$ cat src/hdl/sbp_regs.svh
`ifndef SBP_REGS_SVH
`define SBP_REGS_SVH

// System clock
`define SBP_CLK_HZ 20000000
`define SBP_CLK_NS 50

// Oscillator prescaler
`define SBP_PRESCALE_RATIO 20

// Programmed divider ratios and digit codes
`define SBP_DIV_UPPER 85
`define SBP_DIV_LOWER 92
`define SBP_DIGIT_MAX 4'h9
`define SBP_DIGIT_ZERO 4'h0
`define SBP_START_UPPER 4'h7
`define SBP_START_LOWER 4'h0

// Reference divider rates
`define SBP_REF_HZ 20000
`define SBP_TONE_HZ 500
`define SBP_GATE_HZ 10
`define SBP_REF_HALF_CYC (`SBP_CLK_HZ / (2 * `SBP_REF_HZ))
`define SBP_TONE_HALF_CYC (`SBP_CLK_HZ / (2 * `SBP_TONE_HZ))
`define SBP_GATE_HALF_CYC (`SBP_CLK_HZ / (2 * `SBP_GATE_HZ))

// Lock discriminator width, rounded up to whole cycles
`define SBP_LOCK_WIDTH_NS 5000
`define SBP_LOCK_CYC ((`SBP_LOCK_WIDTH_NS + `SBP_CLK_NS - 1) / `SBP_CLK_NS)

`endif

$ cat src/hdl/sbp_pkg.sv
package sbp_pkg;
  // Mode switch level
  typedef enum logic {
    SBP_MODE_UPPER_AM = 1'b0,
    SBP_MODE_LOWER = 1'b1
  } sbp_mode_t;

  // One decimal digit of the divider
  typedef logic [3:0] sbp_digit_t;
endpackage : sbp_pkg

$ cat src/hdl/sbp_divider_lock.sv
// Notes on behaviour
// - USB/AM gives 34.0MHz, LSB gives 36.8MHz.
// - Prescaler divides oscillator by fixed twenty.
// - Divide by 85 upper/AM, 92 lower.
// - Two decade digits clocked together, synchronous.
// - Count upward, terminal count is 91.
// - Low digit one, high carry marks nine.
// - Inverted terminal carry drives preset load.
// - Next edge loads seven or zero.
// - Cycle lasts 92 or 85 prescaled clocks.
// - Each reload emits one feedback pulse.
// - Compare feedback against 20kHz reference.
// - Rising edges set each input's flop.
// - Both flops set clears them both.
// - Comparator outputs merge into monitor pulse.
// - Pulse under about 5us means locked.
// - Latch holds lock decision per pulse.
// - Either loop unlocked gives out-of-lock.
// - Unlocked sounds 500Hz tone gated 10Hz.
// - Unlocked mutes both 1.4MHz outputs.
// - Lock status output drives indicator.
`timescale 1ns/1ns
`default_nettype none
`include "sbp_regs.svh"

module sbp_divider_lock #(
  parameter int LOCK_CYC = `SBP_LOCK_CYC,
  parameter int TONE_HALF_CYC = `SBP_TONE_HALF_CYC,
  parameter int GATE_HALF_CYC = `SBP_GATE_HALF_CYC
) (
  // Clock and reset
  input wire logic clk_i,
  input wire logic rst_n_i,
  // Pins from the analogue side and front panel
  input wire logic osc_clk_i,
  input wire logic lsb_sel_i,
  input wire logic main_monitor_i,
  // Phase comparator outputs to the charge pump, and the divider feedback pulse
  output logic pump_up_o,
  output logic pump_down_o,
  output logic feedback_pulse_o,
  // Lock status, alarm and mute
  output logic out_of_lock_o,
  output logic alarm_tone_o,
  output logic output_mute_o
);

  localparam int TONE_W = $clog2(TONE_HALF_CYC + 1);
  localparam int GATE_W = $clog2(GATE_HALF_CYC + 1);
  localparam int REF_W = $clog2(`SBP_REF_HALF_CYC + 1);

  // Decimal increment with wrap, used by both digits
  function automatic sbp_pkg::sbp_digit_t digit_inc(input sbp_pkg::sbp_digit_t d);
    digit_inc = (d == `SBP_DIGIT_MAX) ? `SBP_DIGIT_ZERO : d + 4'h1;
  endfunction : digit_inc

  // Pin synchronisers; stage one feeds only stage two
  logic [1:0] osc_sync;
  logic [1:0] mode_sync;
  logic [1:0] main_sync;
  logic osc_prev;
  always_ff @(posedge clk_i or negedge rst_n_i) begin
    if (!rst_n_i) begin
      osc_sync <= 2'h0;
      mode_sync <= 2'h0;
      main_sync <= 2'h0;
      osc_prev <= 1'b0;
    end else begin
      osc_sync <= {osc_sync[0], osc_clk_i};
      mode_sync <= {mode_sync[0], lsb_sel_i};
      main_sync <= {main_sync[0], main_monitor_i};
      osc_prev <= osc_sync[1];
    end
  end

  logic osc_rise;
  assign osc_rise = osc_sync[1] & ~osc_prev;
  sbp_pkg::sbp_mode_t mode;
  assign mode = sbp_pkg::sbp_mode_t'(mode_sync[1]);

  // Fixed prescaler: one enable per twenty oscillator edges
  logic [4:0] pre_cnt;
  logic prescale_tick;
  assign prescale_tick = osc_rise && (pre_cnt == 5'(`SBP_PRESCALE_RATIO - 1));
  always_ff @(posedge clk_i or negedge rst_n_i) begin
    if (!rst_n_i) begin
      pre_cnt <= 5'h00;
    end else if (prescale_tick) begin
      pre_cnt <= 5'h00;
    end else if (osc_rise) begin
      pre_cnt <= pre_cnt + 5'h01;
    end
  end

  // Programmed divider digits
  sbp_pkg::sbp_digit_t low_digit;
  sbp_pkg::sbp_digit_t high_digit;
  logic start_pending;
  logic low_carry;
  logic high_carry;
  logic terminal;
  logic preset_load_n;
  sbp_pkg::sbp_digit_t start_value;
  assign low_carry = (low_digit == `SBP_DIGIT_MAX);
  assign high_carry = (high_digit == `SBP_DIGIT_MAX);
  // low digit one from carry and lsb, high carry at nine
  assign terminal = high_carry & ~low_carry & low_digit[0];
  // inverted terminal carry is the preset load
  assign preset_load_n = ~terminal;
  // start value sets 85 or 92, so 34.0 or 36.8MHz
  assign start_value = (mode == sbp_pkg::SBP_MODE_LOWER) ? `SBP_START_LOWER : `SBP_START_UPPER;

  // Reset cannot sample the mode pin, so the first tick loads it
  // start from the selected load value
  always_ff @(posedge clk_i or negedge rst_n_i) begin
    if (!rst_n_i) begin
      start_pending <= 1'b1;
    end else if (prescale_tick) begin
      start_pending <= 1'b0;
    end
  end
  // digits tick together, cycle 85 or 92
  always_ff @(posedge clk_i or negedge rst_n_i) begin
    if (!rst_n_i) begin
      low_digit <= `SBP_DIGIT_ZERO;
      high_digit <= `SBP_DIGIT_ZERO;
    end else if (prescale_tick) begin
      if (!preset_load_n || start_pending) begin
        // load zero or seven after terminal count
        low_digit <= start_value;
        high_digit <= `SBP_DIGIT_ZERO;
      end else begin
        low_digit <= digit_inc(low_digit);
        if (low_carry) begin
          high_digit <= digit_inc(high_digit);
        end
      end
    end
  end

  always_ff @(posedge clk_i or negedge rst_n_i) begin
    if (!rst_n_i) begin
      feedback_pulse_o <= 1'b0;
    end else begin
      feedback_pulse_o <= prescale_tick & ~preset_load_n;
    end
  end
  // Reference divider: 20kHz reference, 500Hz tone, 10Hz gate
  logic [REF_W-1:0] ref_cnt;
  logic [TONE_W-1:0] tone_cnt;
  logic [GATE_W-1:0] gate_cnt;
  logic ref_lvl;
  logic tone_lvl;
  logic gate_lvl;
  logic ref_half;
  assign ref_half = (ref_cnt == REF_W'(`SBP_REF_HALF_CYC - 1));
  always_ff @(posedge clk_i or negedge rst_n_i) begin
    if (!rst_n_i) begin
      ref_cnt <= '0;
      tone_cnt <= '0;
      gate_cnt <= '0;
      ref_lvl <= 1'b0;
      tone_lvl <= 1'b0;
      gate_lvl <= 1'b0;
    end else begin
      ref_cnt <= ref_half ? '0 : ref_cnt + REF_W'(1);
      if (ref_half) begin
        ref_lvl <= ~ref_lvl;
      end
      tone_cnt <= (tone_cnt == TONE_W'(TONE_HALF_CYC - 1)) ? '0 : tone_cnt + TONE_W'(1);
      if (tone_cnt == TONE_W'(TONE_HALF_CYC - 1)) begin
        tone_lvl <= ~tone_lvl;
      end
      gate_cnt <= (gate_cnt == GATE_W'(GATE_HALF_CYC - 1)) ? '0 : gate_cnt + GATE_W'(1);
      if (gate_cnt == GATE_W'(GATE_HALF_CYC - 1)) begin
        gate_lvl <= ~gate_lvl;
      end
    end
  end

  logic ref_rise;
  assign ref_rise = ref_half & ~ref_lvl;
  // Phase comparator flops; a fresh edge beats the clear
  logic pd_ref;
  logic pd_fb;
  logic pd_both;
  assign pd_both = pd_ref & pd_fb;
  // compare feedback with the 20kHz reference
  always_ff @(posedge clk_i or negedge rst_n_i) begin
    if (!rst_n_i) begin
      pd_ref <= 1'b0;
      pd_fb <= 1'b0;
    end else begin
      pd_ref <= (pd_ref & ~pd_both) | ref_rise;
      pd_fb <= (pd_fb & ~pd_both) | feedback_pulse_o;
    end
  end
  // Reference leading means oscillator slow: pump up
  always_ff @(posedge clk_i or negedge rst_n_i) begin
    if (!rst_n_i) begin
      pump_up_o <= 1'b0;
      pump_down_o <= 1'b0;
    end else begin
      pump_up_o <= pd_ref;
      pump_down_o <= pd_fb;
    end
  end
  // Monitor pulses: index 0 main loop, 1 this loop
  logic [1:0] mon;
  logic [1:0] mon_prev;
  logic [1:0][7:0] width_cnt;
  logic [1:0] unlocked;
  logic [1:0] narrow_end;
  logic [1:0] wide_hit;
  // merge comparator outputs into one monitor
  assign mon = {pd_ref | pd_fb, main_sync[1]};
  always_comb begin
    for (int i = 0; i < 2; i++) begin
      // narrower than the threshold counts as locked
      narrow_end[i] = mon_prev[i] & ~mon[i] & (width_cnt[i] < 8'(LOCK_CYC));
      wide_hit[i] = mon[i] & (width_cnt[i] == 8'(LOCK_CYC - 1));
    end
  end
  always_ff @(posedge clk_i or negedge rst_n_i) begin
    if (!rst_n_i) begin
      mon_prev <= 2'h0;
      width_cnt <= '0;
    end else begin
      mon_prev <= mon;
      for (int i = 0; i < 2; i++) begin
        if (!mon[i]) begin
          width_cnt[i] <= 8'h00;
        end else if (width_cnt[i] < 8'(LOCK_CYC)) begin
          width_cnt[i] <= width_cnt[i] + 8'h01;
        end
      end
    end
  end

  // latch per loop, wide sets, narrow clears
  always_ff @(posedge clk_i or negedge rst_n_i) begin
    if (!rst_n_i) begin
      unlocked <= 2'h3;
    end else begin
      for (int i = 0; i < 2; i++) begin
        if (wide_hit[i]) begin
          unlocked[i] <= 1'b1;
        end else if (narrow_end[i]) begin
          unlocked[i] <= 1'b0;
        end
      end
    end
  end

  // Status, alarm and mute all come from the same latches
  always_ff @(posedge clk_i or negedge rst_n_i) begin
    if (!rst_n_i) begin
      out_of_lock_o <= 1'b1;
      output_mute_o <= 1'b1;
      alarm_tone_o <= 1'b0;
    end else begin
      out_of_lock_o <= |unlocked;
      output_mute_o <= |unlocked;
      alarm_tone_o <= (|unlocked) & tone_lvl & gate_lvl;
    end
  end
  // Helper: osc edges and ticks between reloads
  logic [4:0] edges_seen;
  logic [6:0] ticks_seen;
  sbp_pkg::sbp_digit_t last_start;
  logic load_seen;
  always_ff @(posedge clk_i or negedge rst_n_i) begin
    if (!rst_n_i) begin
      edges_seen <= 5'h00;
      ticks_seen <= 7'h00;
      last_start <= `SBP_DIGIT_ZERO;
      load_seen <= 1'b0;
    end else begin
      if (prescale_tick) begin
        edges_seen <= 5'h00;
      end else if (osc_rise) begin
        edges_seen <= edges_seen + 5'h01;
      end
      if (prescale_tick && !preset_load_n) begin
        ticks_seen <= 7'h01;
        last_start <= start_value;
        load_seen <= 1'b1;
      end else if (prescale_tick) begin
        ticks_seen <= ticks_seen + 7'h01;
      end
    end
  end

  AST_PRESCALE_TWENTY: assert property (@(posedge clk_i) disable iff (!rst_n_i)
    prescale_tick |-> edges_seen == 5'(`SBP_PRESCALE_RATIO - 1)) else $error("prescale tick off twenty edges");
  AST_DIVIDE_RATIO: assert property (@(posedge clk_i) disable iff (!rst_n_i)
    (prescale_tick && !preset_load_n && load_seen) |->
      ticks_seen == ((last_start == `SBP_START_LOWER) ? 7'(`SBP_DIV_LOWER) : 7'(`SBP_DIV_UPPER)))
    else $error("divider cycle length wrong");
  AST_LOAD_START: assert property (@(posedge clk_i) disable iff (!rst_n_i)
    (prescale_tick && !preset_load_n) |=> low_digit == $past(start_value) && high_digit == `SBP_DIGIT_ZERO)
    else $error("reload value wrong");
  AST_UP_COUNT: assert property (@(posedge clk_i) disable iff (!rst_n_i)
    (prescale_tick && preset_load_n && !start_pending && !low_carry) |=>
      low_digit == $past(low_digit) + 4'h1 && high_digit == $past(high_digit)) else $error("not counting up");
  AST_TERMINAL_91: assert property (@(posedge clk_i) disable iff (!rst_n_i)
    !preset_load_n |-> high_digit == `SBP_DIGIT_MAX && low_digit == 4'h1) else $error("terminal not at 91");
  AST_FB_ONE_CYCLE: assert property (@(posedge clk_i) disable iff (!rst_n_i)
    (prescale_tick && !preset_load_n) |=> feedback_pulse_o ##1 !feedback_pulse_o) else $error("feedback width");
  AST_PFD_CLEAR: assert property (@(posedge clk_i) disable iff (!rst_n_i)
    (pd_both && !ref_rise && !feedback_pulse_o) |=> !pd_ref && !pd_fb ##1 !pump_up_o && !pump_down_o)
    else $error("comparator flops not cleared");
  AST_PFD_SET: assert property (@(posedge clk_i) disable iff (!rst_n_i)
    $rose(pd_ref) |-> $past(ref_rise)) else $error("reference flop set without edge");
  AST_WIDE_UNLOCK: assert property (@(posedge clk_i) disable iff (!rst_n_i)
    wide_hit[1] |=> unlocked[1] ##1 out_of_lock_o) else $error("wide pulse did not unlock");
  AST_EITHER_LOOP: assert property (@(posedge clk_i) disable iff (!rst_n_i)
    unlocked[0] |=> out_of_lock_o && output_mute_o) else $error("main loop loss not reported");
  AST_LOCK_NEEDS_NARROW: assert property (@(posedge clk_i) disable iff (!rst_n_i)
    $fell(out_of_lock_o) |-> $past(narrow_end[0], 2) || $past(narrow_end[1], 2)) else $error("lock without narrow");
  AST_ALARM_ONLY_UNLOCKED: assert property (@(posedge clk_i) disable iff (!rst_n_i)
    alarm_tone_o |-> out_of_lock_o && output_mute_o) else $error("alarm while locked");

endmodule : sbp_divider_lock
`default_nettype wire

$ cat config.mk
export PLATFORM = sky130hd
export DESIGN_NAME = sbp_divider_lock
export DESIGN_NICKNAME = d
export VERILOG_FILES = /design/src/hdl/sbp_pkg.sv /design/src/hdl/sbp_divider_lock.sv
export VERILOG_INCLUDE_DIRS = /design/src /design/src/hdl
export SDC_FILE = /design/constraint.sdc
export NUM_CORES = 1
export LEC_CHECK = 0
export BUFFER_PORTS_ARGS = -buffer_cell sky130_fd_sc_hd__clkbuf_2
export CELL_PAD_IN_SITES_DETAIL_PLACEMENT = 2
export CELL_PAD_IN_SITES_GLOBAL_PLACEMENT = 2
export CORE_UTILIZATION = 36
export DETAILED_ROUTE_END_ITERATION = 16
export PLACE_DENSITY = 0.73
export SYNTH_ARGS = -nofsm -noshare
export SYNTH_HDL_FRONTEND = slang
export SYNTH_SLANG_ARGS = --single-unit
$ cat constraint.sdc
create_clock -name clk_i -period 2 [get_ports clk_i]
set_input_delay 0.4 -clock clk_i [delete_from_list [all_inputs] [get_ports clk_i]]
set_output_delay 0.4 -clock clk_i [all_outputs]
set_load 0.005 [all_outputs]
==> flow_summary.toml <==
[hold_path]
hold_class = "input port to flop"

[clock_network]
cts_buffers = 9
clk_path_buf_depth = 2
cts_sinks = 95
cts-root-buf = "clkbuf_16"
cts_tree = "done"
clk_pin_slew_ps = 70
cts.htree.levels = 3
clk_latency_ps = 350

[routing]
routed_wirelength_mm = 9.12
drtPass1Iterations = 10
drc_errors = 2
drtAntennaViolNets = 0
drtIter0Drc = 78
vias = 3011
routedWlPerCell_microns = 16.4
viasPerCell = 5.41

[global_routing]
antenna_found_initial = 0
met3_usage_pct = 3.83
grt_pass1_wl_mm = 16.5
grt-ovfl-total = 0
grt_use_met2_pct = 27.5
gr-usage-met1_pct = 21.3
grt_max_degree = 46
grtUsageTotal_pct = 16.9
grt_pass1_vias = 3304
grt-busiest-layer = "met2"

[sta]
worstMarginPinSlew_ps = 492
tns_ps = 0
setup-violations-final = 0
holdWs_ps = 155
fin_crit_sh_pct = 95.2
finalCriticalPeriod_ps = 1900
slew_viol_final = 0
max_freq_mhz = 525
relSlewSlack_pct = 66.8
hold_viol = 0
rsz0062_at_grt = "true"
fin_skew_ps = 7.99
setup_slack_ps = 96.6

[cells_and_area]
layout_commonest_cell = "dfrtp_1"
drive_gt1_share_pct = 14.0
n_fill_cell = 1203
area_growth_pct = 14.9
utilization_pct = 42.9
final_net_count = 422
diodes = 0
layout_common_cells = "91 x dfrtp_1, 37 x nor2_1, 23 x xnor2_1"

[logic_synthesis]
synth-main-ff-cell = "dfrtp_1"
syn-instance-count = 382
synth_nets = 395
synthDistinctLibCells = 59
synth_seq_area_share_pct = 55.4
synth_edf_count = 0
yosysWarnings = 0
synth_top_cell_area_share_pct = 53.0
synth.avg_cell_area_sq_um = 11.3
synth-seq-cells = 95
async_flop_share_pct = 100
synth_area_leader_cell = "dfrtp_1"
synth_area_leaders = "dfrtp_1 53%, xnor2_1 4.7%, xor2_1 4.1%"
syn_area_sq_um = 4300

[die]
die_x_microns = 111
die_h_microns = 111
die-area_sq_um = 12400
coreArea_sq_um = 11500
num_io_pins = 11
rows = 39
initial_utilization_pct = 37.3

[power_and_ir_drop]
pwr-share-comb_pct = 6.3
p_total_w = 0.00418
max-vdd-ir-drop_v = 0.000462
switchingPower_w = 0.000981
p_seq_share_pct = 50.2
clockPowerShare_pct = 43.4
powerDensity_nw_per_um2 = 845
sw_frac_of_total_pct = 23.5
power.leakage_nw = 2.31
p_int_w = 0.00320

[critical_path]
worstPathArrival_ps = 2150
path_cells = "ha_1 > nor4bb_1 > nor3b_4 > o21ai_0 > a21o_1"
crit_slowest_cell = "dfrtp_1"
critical_path_required_ps = 2240
end_kind = "flop"
cp_max_fo = 5
criticalPathCategory = "flop to flop"
max_stage_delay_ps = 430
start_kind = "flop"

[flow_run]
max_cap_viol_count = 0

[place]
routabilityCongestion = 0.722
portBuffers = 10
dp_slack_ps = 94.0
dp_hpwl_mm = 6.39

[status]
violations = "DRC"
status = "finished, violations left"
-- cell families (layout without fill, tap and decap cells) --
| kind of cell | after synthesis | in the layout | share of synthesized area [%] |
|---|---|---|---|
| AOI/OAI and AO/OA | 45 | 45 | 7.36 |
| xor gates and xnor gates | 43 | 43 | 8.76 |
| adders and majority gates | 8 | 8 | 2.33 |
| buffers and inverters | 16 | 48 | 1.69 |
| DFF | 95 | 95 | 55.4 |
| muxes | 8 | 8 | 1.98 |
| and+or+nand+nor | 167 | 167 | 22.5 |
-- routing by layer --
metal | wire length, microns | vias up
met5 | 0 | -
met4 | 188 | 0
met3 | 199 | 11
met2 | 4460 | 21
met1 | 4270 | 1558
li1 | - | 1421
-- sequential cells by signal, indices dropped and copies added, names as in the netlist --
name              cells
osc_sync              2
width_cnt            16
tone_lvl              1
tone_cnt             15
unlocked              2
high_digit            4
gate_cnt             20
gate_lvl              1
feedback_pulse_o      1
pre_cnt               5
low_digit             4
pump_down_o           1
ref_cnt               9
pump_up_o             1
start_pending         1
ref_lvl               1
osc_prev              1
pd_ref                1
alarm_tone_o          1
pd_fb                 1
out_of_lock_o         1
main_sync             2
mode_sync             2
mon_prev              2
-- metrics by stage --
step | instances | cell area (sq um)
6_report | 557 | 4940
3_5_place_dp | 540 | 4590
3_3_place_gp | 540 | 4590
4_1_cts | 557 | 4920
2_1_floorplan | 382 | 4300
5_1_grt | 557 | 4940
-- what timing repair did --
action / in CTS / in global routing
resized for setup: 0 / 4
setup buffers: 0 / 0
hold endpoints to repair: 26 / 0
setup endpoints to repair: 0 / 5
hold buffers: 1 / 0
-- cell usage after synthesis (2+ instances only) --
master	count
dfrtp_1	91
nor2_1	38
xnor2_1	23
nand2_1	20
xor2_1	20
nand3_1	15
nor3_1	12
nand4_1	11
inv_1	10
nor2b_1	10
nor4_1	10
a21oi_1	8
ha_1	8
o21ai_0	8
and2_1	7
and3_1	7
a21o_1	6
a31oi_1	6
and4_1	6
nor3b_1	5
dfstp_2	4
mux2_2	4
mux2i_1	4
clkbuf_1	3
nand2b_1	3
nor4bb_1	3
o31ai_1	3
or3_1	3
and3b_1	2
and4b_1	2
nor4b_1	2
-- worst paths after layout --
kind                                start      endpoint  slack, ps  depth (start not counted)
max in group asynchronous         rst_n_i  gate_cnt[16]        790                          3
max reg2reg                    ref_cnt[0]    ref_cnt[5]        100                          5
min                        main_monitor_i  main_sync[0]        160                          1
max                            ref_cnt[0]    ref_cnt[5]        100                          5
min in group asynchronous         rst_n_i    ref_cnt[1]        520                          2
min reg2reg                   osc_sync[0]   osc_sync[1]        350                          0
-- worst max-delay path, delay by kind of cell, from the launching register on --
kind,cells,cell delay (ps)
compound gates,2,340
fa+ha+maj,1,230
flops,1,430
simple gates,2,790
-- power by group through the flow --
stage	combinational [W]	clock [W]	sequential [W]
2_1_floorplan	0.000170	0	0.00210
3_3_place_gp	0.000243	0	0.00213
3_5_place_dp	0.000272	0	0.00213
4_1_cts	0.000274	0.00189	0.00210
5_1_grt	0.000305	0.00196	0.00212
6_report	0.000264	0.00182	0.00210
-- cell type report --
| class | count | area (sq um) | share of cell area [%] |
|---|---|---|---|
| sequential | 95 | 2380 | 48.2 |
| clock inverter | 4 | 51.3 | 1.04 |
| inverter | 10 | 37.5 | 0.759 |
| timing repair buffer | 22 | 158 | 3.19 |
| clock buffer | 12 | 267 | 5.39 |
| multi-input combinational | 271 | 1870 | 37.8 |
| tap | 143 | 179 | 3.62 |
No activity file was read; power rests on OpenSTA's default activity.
